==> config.mk <==
export PLATFORM = sky130hd
export DESIGN_NAME = rhd_top
export DESIGN_NICKNAME = d
export VERILOG_FILES = /design/src/rhd_pgood_timer.v /design/src/rhd_top.v
export VERILOG_INCLUDE_DIRS = /design/src
export SDC_FILE = /design/constraint.sdc
export NUM_CORES = 1
export LEC_CHECK = 0
export ABC_AREA = 1
export BUFFER_PORTS_ARGS = -buffer_cell sky130_fd_sc_hd__buf_2
export CORE_MARGIN = 2
export CORE_UTILIZATION = 43
export DETAILED_ROUTE_END_ITERATION = 12
export PLACE_DENSITY = 0.87
export SYNTH_ARGS = -nofsm -noshare
export SYNTH_HDL_FRONTEND = slang
export SYNTH_HIERARCHICAL = 1
export SYNTH_SLANG_ARGS = --single-unit
==> constraint.sdc <==
create_clock -name clk -period 1.6 [get_ports clk]
set_clock_uncertainty 0.1 [all_clocks]
set_input_delay 0.24 -clock clk [delete_from_list [all_inputs] [get_ports clk]]
set_output_delay 0.24 -clock clk [all_outputs]
set_load 0.01 [all_outputs]
==> src/rhd_map.vh <==
// Purpose: constants for the root hub descriptor A register block
// Assumes: 250 MHz clock, AHB-Lite register access, 32-bit data
// Notes: all offsets are byte addresses
// How it works
// the power-good delay field counts 2 ms steps that pass before port power counts as stable.
// only bits 25 and 24 of the power-good delay field are stored and its other bits read zero.
// software always writes a non-zero power-good delay, normally one, adjusted only a little.
// bit 12 set stops over-current reporting and bit 12 clear lets it be reported.
// bit 11 picks global (0) or per-port (1) over-current and counts only while bit 12 is clear.
// software writes zero to bit 11 so one global over-current indication serves all ports.
// bit 10 is read-only zero, telling that the root hub is not a compound device.
// bit 9 clear means ports are power switched and bit 9 set means they are always powered.
// the read-only low byte returns three, the number of downstream ports.
// reset loads the register with 01000003h, one delay unit and three ports.
// only the power-on reset clears the register and any other reset leaves it alone.
// writes to bits 23 to 13 are ignored and those bits read zero.
`ifndef RHD_MAP_VH
`define RHD_MAP_VH
`define RHD_DESC_A_OFFS   8'h48
`define RHD_RESET_VAL     32'h01000003
`define RHD_PGD_RESET     2'h1
`define RHD_PGD_HI        25
`define RHD_PGD_LO        24
`define RHD_OC_DIS_BIT    12
`define RHD_OC_PORT_BIT   11
`define RHD_COMPOUND_BIT  10
`define RHD_ALWAYS_PWR_BIT 9
`define RHD_PORT_COUNT    8'h03
`define RHD_CLK_PERIOD_NS 4
`define RHD_UNIT_TIME_NS  2000000
`define RHD_UNIT_CYCLES   (`RHD_UNIT_TIME_NS / `RHD_CLK_PERIOD_NS)
`endif

==> src/rhd_pgood_timer.v <==
// Purpose: counts power-good delay units after port power comes on
// Assumes: start is a one-cycle pulse, units stable while counting
// Notes: zero units gives good on the next edge
`timescale 1ns/1ps
module rhd_pgood_timer #(
   parameter UNIT_CYCLES = 500000,
   parameter CW          = 20
) (
   input  wire       clk,
   input  wire       nrst,
   input  wire       clear,
   input  wire       start,
   input  wire [1:0] units,
   output reg        good_q
);
   reg [CW-1:0] cyc_q;
   reg [1:0]    left_q;
   reg          run_q;

   always @(posedge clk or negedge nrst) begin
      if (!nrst) begin
         cyc_q  <= {CW{1'b0}};
         left_q <= 2'h0;
         run_q  <= 1'b0;
         good_q <= 1'b0;
      end else if (clear) begin
         cyc_q  <= {CW{1'b0}};
         left_q <= 2'h0;
         run_q  <= 1'b0;
         good_q <= 1'b0;
      end else if (start) begin
         cyc_q  <= {CW{1'b0}};
         left_q <= units;
         run_q  <= (units != 2'h0);
         good_q <= (units == 2'h0);
      end else if (run_q) begin
         // one unit elapses per UNIT_CYCLES clocks
         if (cyc_q == UNIT_CYCLES[CW-1:0] - {{(CW-1){1'b0}}, 1'b1}) begin
            cyc_q <= {CW{1'b0}};
            if (left_q == 2'h1) begin
               run_q  <= 1'b0;
               good_q <= 1'b1;
            end
            left_q <= left_q - 2'h1;
         end else begin
            cyc_q <= cyc_q + {{(CW-1){1'b0}}, 1'b1};
         end
      end
   end
endmodule // rhd_pgood_timer

==> src/rhd_top.v <==
// Purpose: root hub descriptor A register with AHB-Lite slave and its control outputs
// Assumes: nrst is the power-on reset, host_rst is any other reset
// Notes: zero wait states, response always OKAY
`timescale 1ns/1ps
`include "rhd_map.vh"
module rhd_top #(
   parameter UNIT_CYCLES = `RHD_UNIT_CYCLES,
   parameter PORTS       = 3
) (
   input  wire             clk,
   input  wire             nrst,
   input  wire             host_rst,
   input  wire             hsel,
   input  wire [31:0]      haddr,
   input  wire [1:0]       htrans,
   input  wire             hwrite,
   input  wire [2:0]       hsize,
   input  wire [31:0]      hwdata,
   input  wire             hready,
   output reg  [31:0]      hrdata,
   output reg              hreadyout,
   output reg              hresp,
   input  wire             port_power_req,
   input  wire             overcurrent_in,
   input  wire [PORTS-1:0] overcurrent_port_in,
   output reg  [1:0]       power_good_delay,
   output reg              overcurrent_report_disable,
   output reg              overcurrent_per_port_select,
   output reg              port_always_powered,
   output reg              port_power_en,
   output reg              port_power_good,
   output reg              overcurrent_global,
   output reg  [PORTS-1:0] overcurrent_port
);
   reg  [1:0]  pgd_q;
   reg         ocdis_q;
   reg         ocport_q;
   reg         nps_q;
   reg         wr_pend_q;
   reg         pwr_q;
   reg  [1:0]  pgd_d;
   reg         ocdis_d;
   reg         ocport_d;
   reg         nps_d;
   reg  [31:0] rd_val;
   wire        acc;
   wire        hit;
   wire        pwr_d;
   wire        good;

   assign acc = hsel & htrans[1] & hready;
   assign hit = (haddr[7:0] == `RHD_DESC_A_OFFS) & (haddr[31:8] == 24'h000000);

   // write data lands in the data phase; reserved and read-only bits dropped
   always @* begin
      pgd_d    = pgd_q;
      ocdis_d  = ocdis_q;
      ocport_d = ocport_q;
      nps_d    = nps_q;
      if (wr_pend_q) begin
         pgd_d    = hwdata[`RHD_PGD_HI:`RHD_PGD_LO];
         ocdis_d  = hwdata[`RHD_OC_DIS_BIT];
         ocport_d = hwdata[`RHD_OC_PORT_BIT];
         nps_d    = hwdata[`RHD_ALWAYS_PWR_BIT];
      end
   end

   // read image built from the next value so a read right after a write sees it
   always @* begin
      rd_val = 32'h00000000;
      rd_val[`RHD_PGD_HI:`RHD_PGD_LO] = pgd_d;
      rd_val[`RHD_OC_DIS_BIT]        = ocdis_d;
      rd_val[`RHD_OC_PORT_BIT]       = ocport_d;
      rd_val[`RHD_COMPOUND_BIT]      = 1'b0;
      rd_val[`RHD_ALWAYS_PWR_BIT]    = nps_d;
      rd_val[7:0]                    = `RHD_PORT_COUNT;
   end

   // register state, cleared by power-on reset only
   always @(posedge clk or negedge nrst) begin
      if (!nrst) begin
         pgd_q    <= `RHD_PGD_RESET;
         ocdis_q  <= 1'b0;
         ocport_q <= 1'b0;
         nps_q    <= 1'b0;
      end else begin
         pgd_q    <= pgd_d;
         ocdis_q  <= ocdis_d;
         ocport_q <= ocport_d;
         nps_q    <= nps_d;
      end
   end

   // bus pipeline, cleared also by the host reset
   always @(posedge clk or negedge nrst) begin
      if (!nrst) begin
         wr_pend_q <= 1'b0;
         hrdata    <= 32'h00000000;
         hreadyout <= 1'b1;
         hresp     <= 1'b0;
      end else if (host_rst) begin
         wr_pend_q <= 1'b0;
         hrdata    <= 32'h00000000;
         hreadyout <= 1'b1;
         hresp     <= 1'b0;
      end else begin
         wr_pend_q <= acc & hwrite & hit & (hsize == 3'h2);
         hreadyout <= 1'b1;
         hresp     <= 1'b0;
         if (acc & ~hwrite & hit) begin
            hrdata <= rd_val;
         end else begin
            hrdata <= 32'h00000000;
         end
      end
   end

   // port power follows the request unless always powered
   assign pwr_d = nps_q | port_power_req;

   always @(posedge clk or negedge nrst) begin
      if (!nrst) begin
         pwr_q <= 1'b0;
      end else if (host_rst) begin
         pwr_q <= 1'b0;
      end else begin
         pwr_q <= pwr_d;
      end
   end

   rhd_pgood_timer #(
      .UNIT_CYCLES (UNIT_CYCLES),
      .CW          (20)
   ) u_timer (
      .clk    (clk),
      .nrst   (nrst),
      .clear  (host_rst | ~pwr_d),
      .start  (pwr_d & ~pwr_q),
      .units  (pgd_q),
      .good_q (good)
   );

   // outputs, all from flip-flops
   always @(posedge clk or negedge nrst) begin
      if (!nrst) begin
         power_good_delay            <= `RHD_PGD_RESET;
         overcurrent_report_disable  <= 1'b0;
         overcurrent_per_port_select <= 1'b0;
         port_always_powered         <= 1'b0;
         port_power_en               <= 1'b0;
         port_power_good             <= 1'b0;
         overcurrent_global          <= 1'b0;
         overcurrent_port            <= {PORTS{1'b0}};
      end else begin
         power_good_delay            <= pgd_q;
         overcurrent_report_disable  <= ocdis_q;
         overcurrent_per_port_select <= ocport_q;
         port_always_powered         <= nps_q;
         port_power_en               <= pwr_q;
         port_power_good             <= good & pwr_q;
         // reporting gated by disable, mode valid only when enabled
         overcurrent_global <= ~ocdis_q & ~ocport_q & overcurrent_in;
         if (ocdis_q) begin
            overcurrent_port <= {PORTS{1'b0}};
         end else if (ocport_q) begin
            overcurrent_port <= overcurrent_port_in;
         end else begin
            overcurrent_port <= {PORTS{overcurrent_in}};
         end
      end
   end
endmodule // rhd_top

Yosys cells after proc, flatten, opt, wreduce, memory -nomap -nowiden:

Cells that the tools add are included.

* word-level logic and storage cells: 80
* input port bits: 80
* output and inout bits: 45
* flip-flop bits (word level): 74

* bitwise logic cells: 19
* reductions and logical operators: 8
* multiplexer cells: 28
* eq/ne operators: 4
* add/subtract/negate cells: 2

Operators by type and width (number)
* two-way mux 20 bit: 4
* two-way mux 26 bit: 2
* zero test 24 bit: 1
* adder 20 x 1 -> 20 bit, second input constant: 1
* == test 20 x 19 -> 1 bit, second input constant: 1
* two-way mux 1 bit: 15
* bitwise AND 1 bit: 12
* two-way mux 2 bit: 5
* nonzero test 3 bit: 3
* == test 8 x 7 -> 1 bit, second input constant: 1
* two-way mux 3 bit: 2
* NOT 1 bit: 5
* == test 3 x 2 -> 1 bit, second input constant: 1
* AND reduction 3 bit: 1
* == test 2 x 1 -> 1 bit, second input constant: 1
* zero test 2 bit: 1
* bitwise OR 1 bit: 2
* AND reduction 2 bit: 1
* nonzero test 2 bit: 1
* subtractor 2 x 1 -> 2 bit, second input constant: 1

Logic depth before layout (Yosys ltp):

* depth in word-level cells: 6
* depth in mapped cells: 11
* gate-level depth less buffers: 11

Cells and area by module:

Netlist, hierarchy kept.

By module, submodules not included
* rhd_pgood_timer: instances 1, sequential area each 600.6 µm², cells an instance 233, area an instance 1597.8 µm²
* rhd_top: instances 1, sequential area each 603.1 µm², cells an instance 153, area an instance 1233.7 µm²

Least setup slack after synthesis:

OpenSTA, ideal clock, no wires.

* path type: reg2reg
* from: register nps_q
* to: register u_timer.cyc_q[14]
* clock period less this slack: 1.597 ns
* buffers on the path: 1
* setup time: 0.116 ns
* data required time: 1.384 ns
* arrival time: 1.381 ns
* setup slack: 0.003 ns
* stages on the path, launching flop included: 11
* cells stage by stage: dfrtp_1 > inv_1 > a21oi_1 > nor2_4 > nand2_4 > buf_6 > nand4_4 > nor2_1 > nand2_1 > nand2_1 > nor2_1

* word-level cells in the longest chain between the ends: 4
* elaborated cells on any way between the ends: 7

Ends and longest elaborated chain
* start, declared: RTL line rhd_top.v:38 `reg nps_q;`
* start signal, assigned: RTL line rhd_top.v:90 `nps_q <= nps_d;`
* bitwise OR 1 bit *: RTL line rhd_top.v:119 `assign pwr_d = nps_q | port_power_req;`
* bitwise AND 1 bit or NOT 1 bit (tied branches): RTL line rhd_top.v:138, rhd_top.v:137
* two-way mux 20 bit or bitwise OR 1 bit (tied branches): RTL line rhd_pgood_timer.v:31, rhd_top.v:137
* two-way mux 20 bit or nonzero test 3 bit (tied branches)
* end signal, assigned: RTL line rhd_pgood_timer.v:27 `cyc_q <= {CW{1'b0}};`
* end signal, assigned: RTL line rhd_pgood_timer.v:32 `cyc_q <= {CW{1'b0}};`
* end signal, assigned: RTL line rhd_pgood_timer.v:39 `cyc_q <= {CW{1'b0}};`
* end, declared: RTL line rhd_pgood_timer.v:16 `reg [CW-1:0] cyc_q;`

Mark *: on every way between the ends. The rest lies on a longest branch, timed or not.
A chain may end at the register's enable or synchronous reset.

Final worst setup path:

* from: register nps_q
* to: register u_timer.cyc_q[9]

The elaborated chain is that of the path after synthesis.

==> flow_metrics.env <==
export IMPL_status="finished, violations left"
export IMPL_failed_checks="setup timing"
export IMPL_drcViolationCount=0
export IMPL_synth_area_um2=2831
export IMPL_cts_buffers=5
export IMPL_cp_data_required_time_ns=1.74
export IMPL_grt_overflow=0
export IMPL_root_buffer="clkbuf_8"
export IMPL_grt_pass1_wl_um=10410
export IMPL_finalMaxSlewViolations=0
export IMPL_cts_sinks=48
export IMPL_period_share=1.025
export IMPL_tns_ns=-0.08246
export IMPL_combPwrFrac=0.117
export IMPL_routed_via_density=4.717
export IMPL_io_pins=125
export IMPL_cts_max_level=2
export IMPL_drive_gt1_frac=0.3052
export IMPL_core_area_um2=6350
export IMPL_ys_seq_elements=48
export IMPL_postSynthCellCount=386
export IMPL_nNetsFinal=566
export IMPL_grt_max_degree=36
export IMPL_start_kind="register"
export IMPL_path_class="register to register"
export IMPL_ys_warnings_count=6
export IMPL_dp_cells=543
export IMPL_wire_per_inst_um=12.02
export IMPL_switching_share=0.2662
export IMPL_port_buffers=69
export IMPL_hp_class="input port to register"
export IMPL_synth_top_area_frac=0.4065
export IMPL_drt_pass1_iterations=6
export IMPL_hpwlAfterDp_um=5078
export IMPL_vdd_drop_max_uv=494.8
export IMPL_die_w_um=85.15
export IMPL_antenna_cells=0
export IMPL_layout_min_cycle_time_ns=1.639
export IMPL_vias=2651
export IMPL_place_gp_congestion=0.8889
export IMPL_switchingPower_uw=600.1
export IMPL_hold_viol=0
export IMPL_cts_max_path_buffers=2
export IMPL_post_route_util=0.5628
export IMPL_die_y_um=85.15
export IMPL_power_internal_mw=1.654
export IMPL_die_area_um2=7250
export IMPL_synth_largest_area_cell="dfrtp_1"
export IMPL_instances_no_fill=562
export IMPL_ys_seq_area_frac=0.4251
export IMPL_rsz0062_at_grt="true"
export IMPL_crit_path_max_incr_delay_ns=0.40
export IMPL_max_cap_violations=0
export IMPL_clkPwrFrac=0.336
export IMPL_grt_total_usage=0.1813
export IMPL_p_per_area_nw_per_um2=630.8
export IMPL_max_freq_ghz=0.6099
export IMPL_drt_wl_total_um=6755
export IMPL_rows=29
export IMPL_p_total_mw=2.254
export IMPL_worstPathArrival_ns=1.78
export IMPL_seq_power_share=0.547
export IMPL_critical_path_slowest_cell="dfrtp_1"
export IMPL_syn_avg_cell_area_um2=7.335
export IMPL_endpoint_kind="register"
export IMPL_crit_chain="inv_2 -> a21oi_4 -> inv_2 -> nor2_4 -> nand2_4 -> nand2_4 -> nor2_4 -> nand2_2 -> xor2_1 -> nor2_1"
export IMPL_clkLatencyLatePin_ns=0.31
export IMPL_clk_pin_slew_ns=0.10
export IMPL_drtIter0Drc=110
export IMPL_power_leakage_nw=1.958
export IMPL_setup_viol=4
export IMPL_synth_cell_type_count=32
export IMPL_grt_pass1_vias=2451
export IMPL_fillers=543
export IMPL_path_max_fanout=6
export IMPL_antenna_found_initial=0
export IMPL_synth_area_leaders="dfrtp_1 (41%), nand2_1 (13%), inv_1 (9.3%), buf_4 (7.4%), nor2_1 (7.3%)"
export IMPL_syn2layout_area_growth_pct=26.20
export IMPL_setup_slack_ns=-0.03949
export IMPL_cts_tree="done"
export IMPL_postRouteAntennaNets=0
export IMPL_start_util=0.4459
[worst max-delay path: cells and delay by family (launching register included)]
kind	cells	cell delay, ns
buf+inv	2	0.17
simple gates	6	0.67
xor+xnor	1	0.14
compound gates	1	0.06
flops	1	0.40
[power by group through the flow]
| stage | logic (mW) | clock network, mW | registers (mW) |
|---|---|---|---|
| CTS | 0.249 | 0.783 | 1.23 |
| floorplan | 0.153 | 0 | 1.26 |
| finish | 0.265 | 0.756 | 1.23 |
| detailed placement | 0.239 | 0 | 1.26 |
| global route | 0.294 | 0.837 | 1.24 |
| global placement | 0.232 | 0 | 1.26 |
[what timing repair did]
item,4_1_cts,5_1_grt
hold endpoints to repair,13,0
gates resized for setup,5,26
hold buffers,1,0
pin swaps,1,17
setup endpoints to repair,19,24
buffers inserted,2,8
[path summary, 6_finish.rpt]
| path | depth (start not counted) | endpoint | slack, ns | from |
|---|---|---|---|---|
| setup / recovery | 10 | u_timer/cyc_q[9] | -0.04 | nps_q |
| hold / removal | 3 | overcurrent_port[1] | 0.06 | overcurrent_port_in[1] |
| setup reg to reg | 10 | u_timer/cyc_q[9] | -0.04 | nps_q |
| hold reg to reg | 0 | power_good_delay[0] | 0.29 | pgd_q[0] |
| max in group asynchronous | 3 | pgd_q[0] | 0.58 | nrst |
| min in group asynchronous | 2 | u_timer/cyc_q[0] | 0.26 | nrst |
[flip-flops by register name, summed over array words and instances, names as in the netlist]
register,flops
hrdata,6
nps_q,1
ocdis_q,1
ocport_q,1
overcurrent_global,1
overcurrent_per_port_select,1
overcurrent_port,3
overcurrent_report_disable,1
pgd_q,2
port_always_powered,1
port_power_en,1
port_power_good,1
power_good_delay,2
pwr_q,1
u_timer/cyc_q,20
u_timer/good_q,1
u_timer/left_q,2
u_timer/run_q,1
wr_pend_q,1
[layout by cell type (no fill, tap or decap), types with 5 or more instances in the layout]
cell type  count
buf_2         69
buf_4         24
clkbuf_8       5
conb_1        27
dfrtp_1       44
inv_1         68
nand2_1       91
nand2_2        7
nand3_1       24
nand4_1        6
nor2_1        49
nor2_2        11
nor2_4         5
o21ai_0        8
xor2_1         5
[cell families (layout without fill, tap and decap cells)]
| group | count (synthesis) | after routing | share of synthesized area |
|---|---|---|---|
| and+or+nand+nor | 208 | 208 | 0.3327 |
| buffers and inverters | 102 | 176 | 0.1768 |
| DFF | 48 | 48 | 0.4251 |
| AOI/OAI and AO/OA | 17 | 17 | 0.03226 |
| xor gates and xnor gates | 7 | 7 | 0.02165 |
| adders and majority gates | 2 | 2 | 0.008836 |
| other | 2 | 27 | 0.002652 |
[layer usage]
layer	vias to the layer above	GRT usage	routed length [um]
li1	1300	-	-
met1	1234	0.1913	2485
met2	103	0.3509	3723
met3	14	0.03696	374
met4	0	0.06494	170
met5	-	0	0
[Yosys cell counts]
master	n
a21oi_1	4
a31oi_1	1
and2_1	1
buf_4	28
buf_6	1
clkbuf_1	1
clkinv_4	1
conb_1	2
dfrtp_1	46
dfstp_2	2
ha_1	2
inv_1	70
inv_2	1
nand2_1	96
nand2_2	4
nand2_4	2
nand3_1	26
nand3_2	1
nand3b_1	1
nand4_1	6
nand4_4	1
nor2_1	55
nor2_2	6
nor2_4	4
nor3_1	3
nor3_2	1
nor3b_1	1
o211ai_1	1
o21a_1	1
o21ai_0	8
o21ai_1	2
xor2_1	7
[per-stage QoR]
| stage | setup slack (ns) | hold slack, ns | area [um2] |
|---|---|---|---|
| after floorplan | 0.003359 | -0.1556 | 2925 |
| after detailed placement | -0.1122 | 0.07255 | 3274 |
| after CTS | 0.008736 | 0.04612 | 3415 |
| after global routing | -0.1044 | 0.05847 | 3573 |
| final | -0.03949 | 0.06319 | 3573 |
| after global placement | 0.002074 | 0.07052 | 3274 |
[final cells by class]
type / instances / area (um2) / area share
Multi-Input combinational cell: 261 / 1333 / 0.3729
Timing Repair Buffer: 96 / 566.8 / 0.1586
Tap cell: 77 / 96.34 / 0.02696
Clock buffer: 5 / 68.82 / 0.01926
Sequential cell: 48 / 1206 / 0.3375
Inverter: 72 / 277.8 / 0.07773
Clock inverter: 3 / 25.02 / 0.007003
No activity file was read; power rests on OpenSTA's default activity.
